<file path="src/bsd_regs.svh">
// Offsets, field positions, reset values and counts of the battery-switch block.
`ifndef BSD_REGS_SVH
`define BSD_REGS_SVH

`define BSD_ADDR_W 8
`define BSD_OFS_HIGH_BAT_TH 8'h1f
`define BSD_OFS_LOW_BAT_TH 8'h20
`define BSD_OFS_SWITCH_COEF 8'h21
`define BSD_OFS_TRACK_COEF 8'h22
`define BSD_OFS_SPEEDUP_LO 8'h23
`define BSD_OFS_SPEEDUP_HI 8'h24
`define BSD_OFS_DIAG_AC 8'h35
`define BSD_OFS_DIAG_AC_COEF 8'h36

`define BSD_THR_MSB 14
`define BSD_THR_LSB 7
`define BSD_COEF_MSB 15
`define BSD_COEF_LSB 3
`define BSD_THR_MASK 16'h7f80
`define BSD_COEF_MASK 16'hfff8
`define BSD_RST_WORD 16'h0000

`define BSD_COEF_FRAC 12
`define BSD_ROOT_STEPS 16
`define BSD_MON_CHANNELS 4

`endif

</file>
<file path="src/bsd_pkg.sv">
// Types shared by the battery-switch and diagnostic parameter block.
package bsd_pkg;
    typedef enum logic {BSD_SEL_LOW, BSD_SEL_HIGH} bsd_bat_t;
    typedef enum logic {BSD_RMS_IDLE, BSD_RMS_ROOT} bsd_rms_state_t;
    typedef logic [15:0] bsd_word_t;
endpackage

</file>
<file path="src/bsd_lpf.sv">
// First-order low-pass filter with a 13-bit coefficient.
`timescale 1ns/1ps
`default_nettype none
`include "bsd_regs.svh"
module bsd_lpf #(
    parameter int W = 16
) (
    input wire logic mclk, // Device clock.
    input wire logic resetn, // Asynchronous reset, active low.
    input wire logic en, // Filter runs while high.
    input wire logic sample_valid, // One-cycle sample strobe.
    input wire logic signed [W-1:0] sample, // New input sample.
    input wire logic [12:0] coef, // Coefficient, value coef/4096.
    output logic signed [W-1:0] y_out // Filtered output.
);
    import bsd_pkg::*;

    logic signed [W:0] diff;
    logic signed [W+14:0] prod;
    logic signed [W:0] step;

    // Up to a coefficient of 4096 the step never exceeds the difference.
    always_comb begin
        diff = {sample[W-1], sample} - {y_out[W-1], y_out};
        prod = diff * $signed({1'b0, coef});
        step = prod[W+`BSD_COEF_FRAC:`BSD_COEF_FRAC];
    end

    always_ff @(posedge mclk or negedge resetn) begin
        if (!resetn) begin
            y_out <= '0;
        end else if (en && sample_valid) begin
            y_out <= y_out + step[W-1:0];
        end
    end
endmodule
`default_nettype wire

</file>
<file path="src/bsd_top.sv">
// Battery switch thresholds, filter words, speedup threshold and ac rms.
`timescale 1ns/1ps
`default_nettype none
`include "bsd_regs.svh"
// Contract
// - High threshold is bits 14:7, 628 mV steps, selects high battery.
// - Low threshold is bits 14:7, 628 mV resolution, selects low battery.
// - Thresholds compare with filtered ring voltage plus overhead voltage.
// - Tracking enabled: ring voltage low-pass filtered with bits 15:3.
// - Switching ring voltage has own filter, coefficient bits 15:3.
// - Speedup threshold joins a high word and a low word.
// - Speedup mode enables when monitored value reaches joined threshold.
// - Diagnostic word holds filtered ac rms of monitor converter samples.
// - Monitor input for diagnostics chosen by diagnostic select setting.
// - The rms filter takes its coefficient from the ac coefficient word.
// - High threshold, both coefficients, high speedup, ac result reset zero.
module bsd_top #(
    parameter int MON_N = `BSD_MON_CHANNELS
) (
    input wire logic mclk, // Device clock, 20 MHz.
    input wire logic resetn, // Asynchronous reset, active low.
    input wire logic ram_wr, // One-cycle parameter write strobe.
    input wire logic ram_rd, // One-cycle parameter read strobe.
    input wire logic [7:0] ram_addr, // Parameter address.
    input wire logic [15:0] ram_wdata, // Write data.
    output logic [15:0] ram_rdata, // Read data, valid after ram_rd.
    input wire logic line_active, // Line is in normal active state.
    input wire logic tracking_enable, // Battery tracking enabled.
    input wire logic ring_valid, // Ring voltage sample strobe.
    input wire logic [15:0] ring_voltage, // Ring lead voltage magnitude.
    input wire logic [15:0] overhead_voltage, // Programmed overhead voltage.
    input wire logic [31:0] speedup_monitor, // Monitored speedup quantity.
    input wire logic mon_valid, // Monitor converter sample strobe.
    input wire logic [MON_N*16-1:0] mon_samples, // Monitor converter inputs.
    input wire logic [7:0] diag_input_select, // Diagnostic select setting.
    output bsd_pkg::bsd_bat_t battery_select, // Selected battery supply.
    output logic high_battery_supply, // High battery selected.
    output logic low_battery_supply, // Low battery selected.
    output logic [15:0] tracking_voltage, // Tracking-filtered ring voltage.
    output logic speedup_enable // Speedup mode enabled.
);
    import bsd_pkg::*;

    bsd_word_t high_battery_threshold;
    bsd_word_t low_battery_threshold;
    bsd_word_t switch_voltage_filter_coef;
    bsd_word_t tracking_filter_coef;
    bsd_word_t speedup_threshold_low;
    bsd_word_t speedup_threshold_high;
    bsd_word_t diag_ac_rms_result;
    bsd_word_t diag_ac_filter_coef;

    logic [31:0] speedup_threshold;
    logic [15:0] switch_voltage;
    logic [16:0] compare_sum;
    logic [16:0] high_limit;
    logic [16:0] low_limit;
    logic signed [15:0] mon_pick;
    logic signed [31:0] mon_square;
    logic [15:0] square_word;
    logic square_valid;
    logic mean_valid;
    logic signed [16:0] mean_square;
    bsd_rms_state_t rms_state;
    logic [3:0] root_bit;
    logic [15:0] root;
    logic [15:0] next_root;
    logic [31:0] radicand;
    logic [31:0] trial_square;
    logic root_done;
    logic [15:0] tracking_raw;

    function automatic logic hit(input logic [7:0] a, input logic [7:0] ofs);
        hit = (a == ofs);
    endfunction

    // Register writes; each word keeps only its documented field.
    always_ff @(posedge mclk or negedge resetn) begin
        if (!resetn) begin
            high_battery_threshold <= `BSD_RST_WORD;
            low_battery_threshold <= `BSD_RST_WORD;
            switch_voltage_filter_coef <= `BSD_RST_WORD;
            tracking_filter_coef <= `BSD_RST_WORD;
            speedup_threshold_low <= `BSD_RST_WORD;
            speedup_threshold_high <= `BSD_RST_WORD;
            diag_ac_filter_coef <= `BSD_RST_WORD;
        end else if (ram_wr) begin
            if (hit(ram_addr, `BSD_OFS_HIGH_BAT_TH)) begin
                high_battery_threshold <= ram_wdata & `BSD_THR_MASK;
            end else if (hit(ram_addr, `BSD_OFS_LOW_BAT_TH)) begin
                low_battery_threshold <= ram_wdata & `BSD_THR_MASK;
            end else if (hit(ram_addr, `BSD_OFS_SWITCH_COEF)) begin
                switch_voltage_filter_coef <= ram_wdata & `BSD_COEF_MASK;
            end else if (hit(ram_addr, `BSD_OFS_TRACK_COEF)) begin
                tracking_filter_coef <= ram_wdata & `BSD_COEF_MASK;
            end else if (hit(ram_addr, `BSD_OFS_SPEEDUP_LO)) begin
                speedup_threshold_low <= ram_wdata;
            end else if (hit(ram_addr, `BSD_OFS_SPEEDUP_HI)) begin
                speedup_threshold_high <= ram_wdata;
            end else if (hit(ram_addr, `BSD_OFS_DIAG_AC_COEF)) begin
                diag_ac_filter_coef <= ram_wdata & `BSD_COEF_MASK;
            end
        end
    end

    // Read data is registered; unmapped addresses read zero.
    always_ff @(posedge mclk or negedge resetn) begin
        if (!resetn) begin
            ram_rdata <= '0;
        end else if (ram_rd) begin
            if (hit(ram_addr, `BSD_OFS_HIGH_BAT_TH)) begin
                ram_rdata <= high_battery_threshold;
            end else if (hit(ram_addr, `BSD_OFS_LOW_BAT_TH)) begin
                ram_rdata <= low_battery_threshold;
            end else if (hit(ram_addr, `BSD_OFS_SWITCH_COEF)) begin
                ram_rdata <= switch_voltage_filter_coef;
            end else if (hit(ram_addr, `BSD_OFS_TRACK_COEF)) begin
                ram_rdata <= tracking_filter_coef;
            end else if (hit(ram_addr, `BSD_OFS_SPEEDUP_LO)) begin
                ram_rdata <= speedup_threshold_low;
            end else if (hit(ram_addr, `BSD_OFS_SPEEDUP_HI)) begin
                ram_rdata <= speedup_threshold_high;
            end else if (hit(ram_addr, `BSD_OFS_DIAG_AC)) begin
                ram_rdata <= diag_ac_rms_result;
            end else if (hit(ram_addr, `BSD_OFS_DIAG_AC_COEF)) begin
                ram_rdata <= diag_ac_filter_coef;
            end else begin
                ram_rdata <= '0;
            end
        end
    end

    bsd_lpf #(.W(16)) u_switch_lpf (
        .mclk(mclk),
        .resetn(resetn),
        .en(1'b1),
        .sample_valid(ring_valid),
        .sample(ring_voltage),
        .coef(switch_voltage_filter_coef[`BSD_COEF_MSB:`BSD_COEF_LSB]),
        .y_out(switch_voltage)
    );

    bsd_lpf #(.W(16)) u_track_lpf (
        .mclk(mclk),
        .resetn(resetn),
        .en(tracking_enable),
        .sample_valid(ring_valid),
        .sample(ring_voltage),
        .coef(tracking_filter_coef[`BSD_COEF_MSB:`BSD_COEF_LSB]),
        .y_out(tracking_raw)
    );

    always_ff @(posedge mclk or negedge resetn) begin
        if (!resetn) begin
            tracking_voltage <= '0;
        end else if (tracking_enable) begin
            tracking_voltage <= tracking_raw;
        end
    end

    // The sum stays within 17 bits; limits carry the 14:7 field in place.
    always_comb begin
        compare_sum = {1'b0, switch_voltage} + {1'b0, overhead_voltage};
        high_limit = {1'b0, high_battery_threshold & `BSD_THR_MASK};
        low_limit = {1'b0, low_battery_threshold & `BSD_THR_MASK};
    end

    // High wins when both limits are met; inside the band nothing changes.
    always_ff @(posedge mclk or negedge resetn) begin
        if (!resetn) begin
            battery_select <= BSD_SEL_LOW;
        end else if (line_active) begin
            if (compare_sum >= high_limit) begin
                battery_select <= BSD_SEL_HIGH;
            end else if (compare_sum <= low_limit) begin
                battery_select <= BSD_SEL_LOW;
            end
        end
    end

    assign high_battery_supply = (battery_select == BSD_SEL_HIGH);
    assign low_battery_supply = (battery_select == BSD_SEL_LOW);

    assign speedup_threshold = {speedup_threshold_high, speedup_threshold_low};

    always_ff @(posedge mclk or negedge resetn) begin
        if (!resetn) begin
            speedup_enable <= 1'b0;
        end else begin
            speedup_enable <= (speedup_monitor >= speedup_threshold);
        end
    end

    // Monitor input pick and squaring stage.
    always_comb begin
        mon_pick = '0;
        for (int i = 0; i < MON_N; i++) begin
            if (diag_input_select == 8'(i)) begin
                mon_pick = mon_samples[i*16 +: 16];
            end
        end
        mon_square = mon_pick * mon_pick;
    end

    // The root starts one cycle after the filter, so it reads the new mean.
    always_ff @(posedge mclk or negedge resetn) begin
        if (!resetn) begin
            square_word <= '0;
            square_valid <= 1'b0;
            mean_valid <= 1'b0;
        end else begin
            square_word <= mon_square[30:15];
            square_valid <= mon_valid;
            mean_valid <= square_valid;
        end
    end

    bsd_lpf #(.W(17)) u_rms_lpf (
        .mclk(mclk),
        .resetn(resetn),
        .en(1'b1),
        .sample_valid(square_valid),
        .sample({1'b0, square_word}),
        .coef(diag_ac_filter_coef[`BSD_COEF_MSB:`BSD_COEF_LSB]),
        .y_out(mean_square)
    );

    // Bit-serial square root of the filtered mean square, one bit per cycle.
    always_comb begin
        next_root = root | (16'h0001 << root_bit);
        trial_square = next_root * next_root;
        root_done = (rms_state == BSD_RMS_ROOT) && (root_bit == 4'h0);
    end

    always_ff @(posedge mclk or negedge resetn) begin
        if (!resetn) begin
            rms_state <= BSD_RMS_IDLE;
            root_bit <= '0;
            root <= '0;
            radicand <= '0;
        end else begin
            case (rms_state)
                BSD_RMS_IDLE: begin
                    if (mean_valid) begin
                        radicand <= {mean_square[15:0], 16'h0000} >> 1;
                        root <= '0;
                        root_bit <= 4'(`BSD_ROOT_STEPS - 1);
                        rms_state <= BSD_RMS_ROOT;
                    end
                end
                BSD_RMS_ROOT: begin
                    if (trial_square <= radicand) begin
                        root <= next_root;
                    end
                    root_bit <= root_bit - 4'h1;
                    if (root_bit == 4'h0) begin
                        rms_state <= BSD_RMS_IDLE;
                    end
                end
                default: rms_state <= BSD_RMS_IDLE;
            endcase
        end
    end

    // A finished result wins over a software write in the same cycle.
    always_ff @(posedge mclk or negedge resetn) begin
        if (!resetn) begin
            diag_ac_rms_result <= `BSD_RST_WORD;
        end else if (root_done) begin
            if (trial_square <= radicand) begin
                diag_ac_rms_result <= next_root;
            end else begin
                diag_ac_rms_result <= root;
            end
        end else if (ram_wr && hit(ram_addr, `BSD_OFS_DIAG_AC)) begin
            diag_ac_rms_result <= ram_wdata;
        end
    end

    chk_high_select: assert property (@(posedge mclk) disable iff (!resetn)
        line_active && compare_sum >= high_limit |=> high_battery_supply)
        else $error("high battery not selected above high threshold");
    chk_low_select: assert property (@(posedge mclk) disable iff (!resetn)
        line_active && compare_sum < high_limit && compare_sum <= low_limit
        |=> low_battery_supply)
        else $error("low battery not selected below low threshold");
    chk_select_hold: assert property (@(posedge mclk) disable iff (!resetn)
        !line_active || (compare_sum < high_limit && compare_sum > low_limit)
        |=> $stable(battery_select))
        else $error("battery selection changed inside the band");
    chk_speedup_on: assert property (@(posedge mclk) disable iff (!resetn)
        speedup_monitor >= {speedup_threshold_high, speedup_threshold_low}
        |=> speedup_enable)
        else $error("speedup not enabled at threshold");
    chk_track_hold: assert property (@(posedge mclk) disable iff (!resetn)
        !tracking_enable |=> $stable(tracking_voltage))
        else $error("tracking voltage moved while tracking disabled");
    chk_rms_latency: assert property (@(posedge mclk) disable iff (!resetn)
        $rose(rms_state == BSD_RMS_ROOT) |-> ##16 rms_state == BSD_RMS_IDLE)
        else $error("rms root did not finish in sixteen cycles");
    chk_high_store: assert property (@(posedge mclk) disable iff (!resetn)
        ram_wr && ram_addr == `BSD_OFS_HIGH_BAT_TH
        |=> high_battery_threshold == ($past(ram_wdata) & `BSD_THR_MASK))
        else $error("high threshold write not stored");
    chk_coef_store: assert property (@(posedge mclk) disable iff (!resetn)
        ram_wr && ram_addr == `BSD_OFS_SWITCH_COEF
        |=> switch_voltage_filter_coef == ($past(ram_wdata) & `BSD_COEF_MASK))
        else $error("switch coefficient write not stored");
    chk_reset_zero: assert property (@(posedge mclk)
        $rose(resetn) |-> high_battery_threshold == 16'h0000
        && tracking_filter_coef == 16'h0000 && diag_ac_rms_result == 16'h0000)
        else $error("words not zero after reset");

    cov_go_high: cover property (@(posedge mclk) disable iff (!resetn)
        $rose(high_battery_supply));
    cov_go_low: cover property (@(posedge mclk) disable iff (!resetn)
        $fell(high_battery_supply));
    cov_speedup: cover property (@(posedge mclk) disable iff (!resetn)
        $rose(speedup_enable));
    cov_rms_done: cover property (@(posedge mclk) disable iff (!resetn)
        root_done);
endmodule
`default_nettype wire

</file>
<file path="config.mk">
export PLATFORM = sky130hd
export DESIGN_NAME = bsd_top
export DESIGN_NICKNAME = d
export VERILOG_FILES = /design/src/bsd_pkg.sv /design/src/bsd_lpf.sv /design/src/bsd_top.sv
export VERILOG_INCLUDE_DIRS = /design/src /design/src/src
export SDC_FILE = /design/constraint.sdc
export NUM_CORES = 2
export LEC_CHECK = 0
export BUFFER_PORTS_ARGS = -buffer_cell sky130_fd_sc_hd__buf_4
export CORE_MARGIN = 1
export CORE_UTILIZATION = 30
export DETAILED_ROUTE_END_ITERATION = 6
export GPL_ROUTABILITY_DRIVEN = 1
export PLACE_DENSITY = 0.43
export SLEW_MARGIN = 5
export SYNTH_ARGS = -nofsm -noshare
export SYNTH_HDL_FRONTEND = slang
export SYNTH_SLANG_ARGS = --single-unit
</file>
<file path="constraint.sdc">
create_clock -name mclk -period 23.2 [get_ports mclk]
set_input_delay 1.16 -clock mclk [delete_from_list [all_inputs] [get_ports mclk]]
set_output_delay 1.16 -clock mclk [all_outputs]
set_load 0.05 [all_outputs]
</file>
==> summary.txt <==
Worst hold path
  • Worst hold start: tracking_voltage[15]$_DFFE_PN0P_
  • Hold Crit Class: flip-flop to flip-flop

Timing
  • Worst-Margin Slew: 1.177 ns
  • Headroom to the max-slew limit: 0.2098
  • Fin. max-slew vios: 0
  • Final period util: 0.4595
  • Setup TNS: 0 ns
  • # setup viols final: 0
  • Fmax: 0.09380 GHz
  • Final worst path period need: 10.66 ns
  • Final hold violation count: 0
  • Clock Skew: 0.02910 ns
  • RSZ-0062 raised after global routing: false

Yosys
  • Yosys cell types: 81
  • Post-synth EDFFs: 0
  • Net Count, Synth: 7798
  • Ys flop type: dfrtp_1
  • Yosys top cell area share: 0.3662
  • Synth top area cells: fa_1, ha_1, dfrtp_1, inv_1, nand2_1
  • Yosys reg bits: 241
  • Seq/Total Area, Yosys: 0.1105
  • Mapped Cells: 6071
  • Asr flop ratio synth: 1.000
  • Mapped Avg Cell Area: 8.986 µm²
  • Cell taking the most area after synthesis: fa_1
  • Number of synthesis warnings: 0
  • Syn Std Cell Area: 54560 µm²

Die
  • Chip height: 428.4 µm
  • Initial Util: 0.3018
  • Num ports: 204
  • Die X: 428.4 µm
  • DIE AREA: 183600 µm²
  • Row Count: 156
  • Core Region: 180700 µm²

Setup path
  • CP max stage cell: xnor2_1
  • Worst R2R Start: u_track_lpf.y_out[0]$_DFFE_PN0P_
  • Crit path launch type: input port
  • Crit-path max FO: 13
  • Critical path's largest stage delay: 0.92 ns
  • Worst Setup SP: ring_voltage[0]
  • Critical Path Sink Type: flip-flop
  • WP data required: 23.70 ns
  • Crit Path Class: input port to flip-flop
  • Critical path data arrival time: 11.16 ns

Drt
  • Final wirelength: 161200 µm
  • Drt pass-1 iters: 5
  • Routed len/inst: 18.80 µm
  • Antenna viol nets, final: 0
  • Detailed-route via count: 39720
  • DR iter-0 viols: 1649
  • Post-route DRC: 0
  • Via density: 4.631

Clock network
  • Worst-Skew Late Latency: 0.61 ns
  • CTS Hold Bufs: 0
  • CTS Buf Count: 36
  • CTS tree: done
  • Post-CTS Resized: 0
  • # clock sinks: 241
  • Post-CTS setup buffers: 0
  • CTS H-tree lvls: 2
  • Clock slew at reported path FFs: 0.05 ns
  • CTS root buf: clkbuf_16
  • Max Root-Sink Buffers: 3

Placed design
  • DP Wirelength: 135000 µm
  • IO buf count: 203
  • RD Place Congestion: 0.8270

Global route
  • GRT overflow: 0
  • First-pass GRT wire length: 257400 µm
  • GRT Total Usage: 0.1796
  • Largest net degree at the start of global routing: 139
  • Antenna violations before repair: 14
  • Vias in the first global route: 43860

Outcome
  • Status: complete, no violations

Final layout
  • Proportion of layout cells with a drive suffix above 1: 0.08010
  • Area Overhead vs Synth: 10.40%
  • # nets final: 7904

Job
  • Max_cap viols: 0
## per-layer routing
metal | up-vias | GRT usage | part of all wire
li1 | 18820 | - | -
met1 | 20180 | 0.2248 | 0.43
met2 | 558 | 0.3319 | 0.52
met3 | 146 | 0.01255 | 0.022
met4 | 8 | 0.04530 | 0.026
met5 | - | 0 | 0.00033
## stage by stage
step           setup slack, ns    util  instances  hold slack, ns  cell area, µm²
2_1_floorplan            13.37       -       6071          0.3704           54560
3_3_place_gp             12.02  0.3264       8509          0.4937           59000
3_5_place_dp             12.02  0.3264       8509          0.5017           59000
4_1_cts                  12.61  0.3332       8575          0.5125           60230
5_1_grt                  11.89  0.3332       8576          0.5308           60230
6_report                 12.54  0.3332       8576          0.5150           60230
## area by class of cell
type	count	area (µm²)
timing repair buffer	287	2175
multi-input combinational	4178	42450
fill	18950	120500
inverter	1433	5379
tap	2370	2965
clock inverter	20	251.5
antenna	1	2.502
clock buffer	46	978.4
sequential	241	6031
## flip-flops by register name (all words and copies together), names as in the netlist, 4 cells and up
signal	cells
diag_ac_filter_coef	13
diag_ac_rms_result	16
high_battery_threshold	8
low_battery_threshold	8
radicand	16
ram_rdata	16
root	16
root_bit	4
speedup_threshold_high	16
speedup_threshold_low	16
square_word	16
switch_voltage_filter_coef	13
tracking_filter_coef	13
tracking_voltage	16
u_rms_lpf.y_out	17
u_switch_lpf.y_out	16
u_track_lpf.y_out	16
## final timing paths
kind | to | slack (ns) | cells past startpoint
max | u_track_lpf.y_out[15]$_DFFE_PN0P_ | 12.54 | 41
min | tracking_voltage[15]$_DFFE_PN0P_ | 0.51 | 1
max reg2reg | u_track_lpf.y_out[15]$_DFFE_PN0P_ | 12.78 | 39
min reg2reg | tracking_voltage[15]$_DFFE_PN0P_ | 0.51 | 1
max in group asynchronous | ram_rdata[2]$_DFFE_PN0P_ | 21.10 | 2
min in group asynchronous | u_track_lpf.y_out[14]$_DFFE_PN0P_ | 0.69 | 1
## Yosys cell counts, types with 9 or more instances
master     instances
mux2i_1           33
o211ai_1          17
a221oi_1           9
and3_1            16
xnor2_1          166
o21bai_1          11
xor2_1            52
o22ai_1           18
fa_1             998
o2111ai_1         13
a21o_1            83
a31oi_1           25
nand4_1           22
inv_1           1422
or2_2             10
clkbuf_1         206
o21ai_0          181
o21a_1            39
nor2_1           290
o31ai_1           17
ha_1             561
clkinv_1          11
mux2_2            98
nor2b_1           87
dfrtp_1          241
a22oi_1           22
a21oi_1          154
and2_1           259
nor3_1            66
nand3_1           46
nand2b_1          44
nand2_1          692
a211oi_1          17
## cell usage in the layout, fill, tap and decap left out, types with 22 or more instances in the layout
cell type,instances
nand2b_1,44
nand2_1,692
a31oi_1,25
inv_1,1422
nor2b_1,86
nand4_1,22
buf_4,285
xor2_1,52
a21oi_1,152
dfrtp_1,241
o21a_1,39
nor3_1,65
fa_1,998
and2_1,259
mux2_2,98
nor2_1,289
ha_1,561
o21ai_0,180
nand3_1,46
clkbuf_16,36
a21o_1,83
xnor2_1,153
mux2i_1,33
a22oi_1,22
## logic make-up (layout without fill, tap and decap cells)
family | count (synthesis) | in the layout | synth area share
buffers and inverters | 1652 | 1786 | 0.1138
AND/OR/NAND/NOR | 1567 | 1567 | 0.1332
XOR/XNOR | 221 | 221 | 0.03624
AO/OA/AOI/OAI | 697 | 697 | 0.08376
flip-flops | 241 | 241 | 0.1105
multiplexers | 134 | 134 | 0.02752
other | 0 | 1 | 0
adder cells (fa/ha/maj) | 1559 | 1559 | 0.4949
## critical path, delay by kind of cell
kind	cells	cell delay [ns]
AND/OR/NAND/NOR	5	0.91
adder cells (fa/ha/maj)	10	4.04
XOR/XNOR	4	1.61
buffers and inverters	6	0.41
AO/OA/AOI/OAI	16	3.02
Power is not shown: default switching activity piles up to over one toggle a cycle in this logic, so the estimate is an artifact.
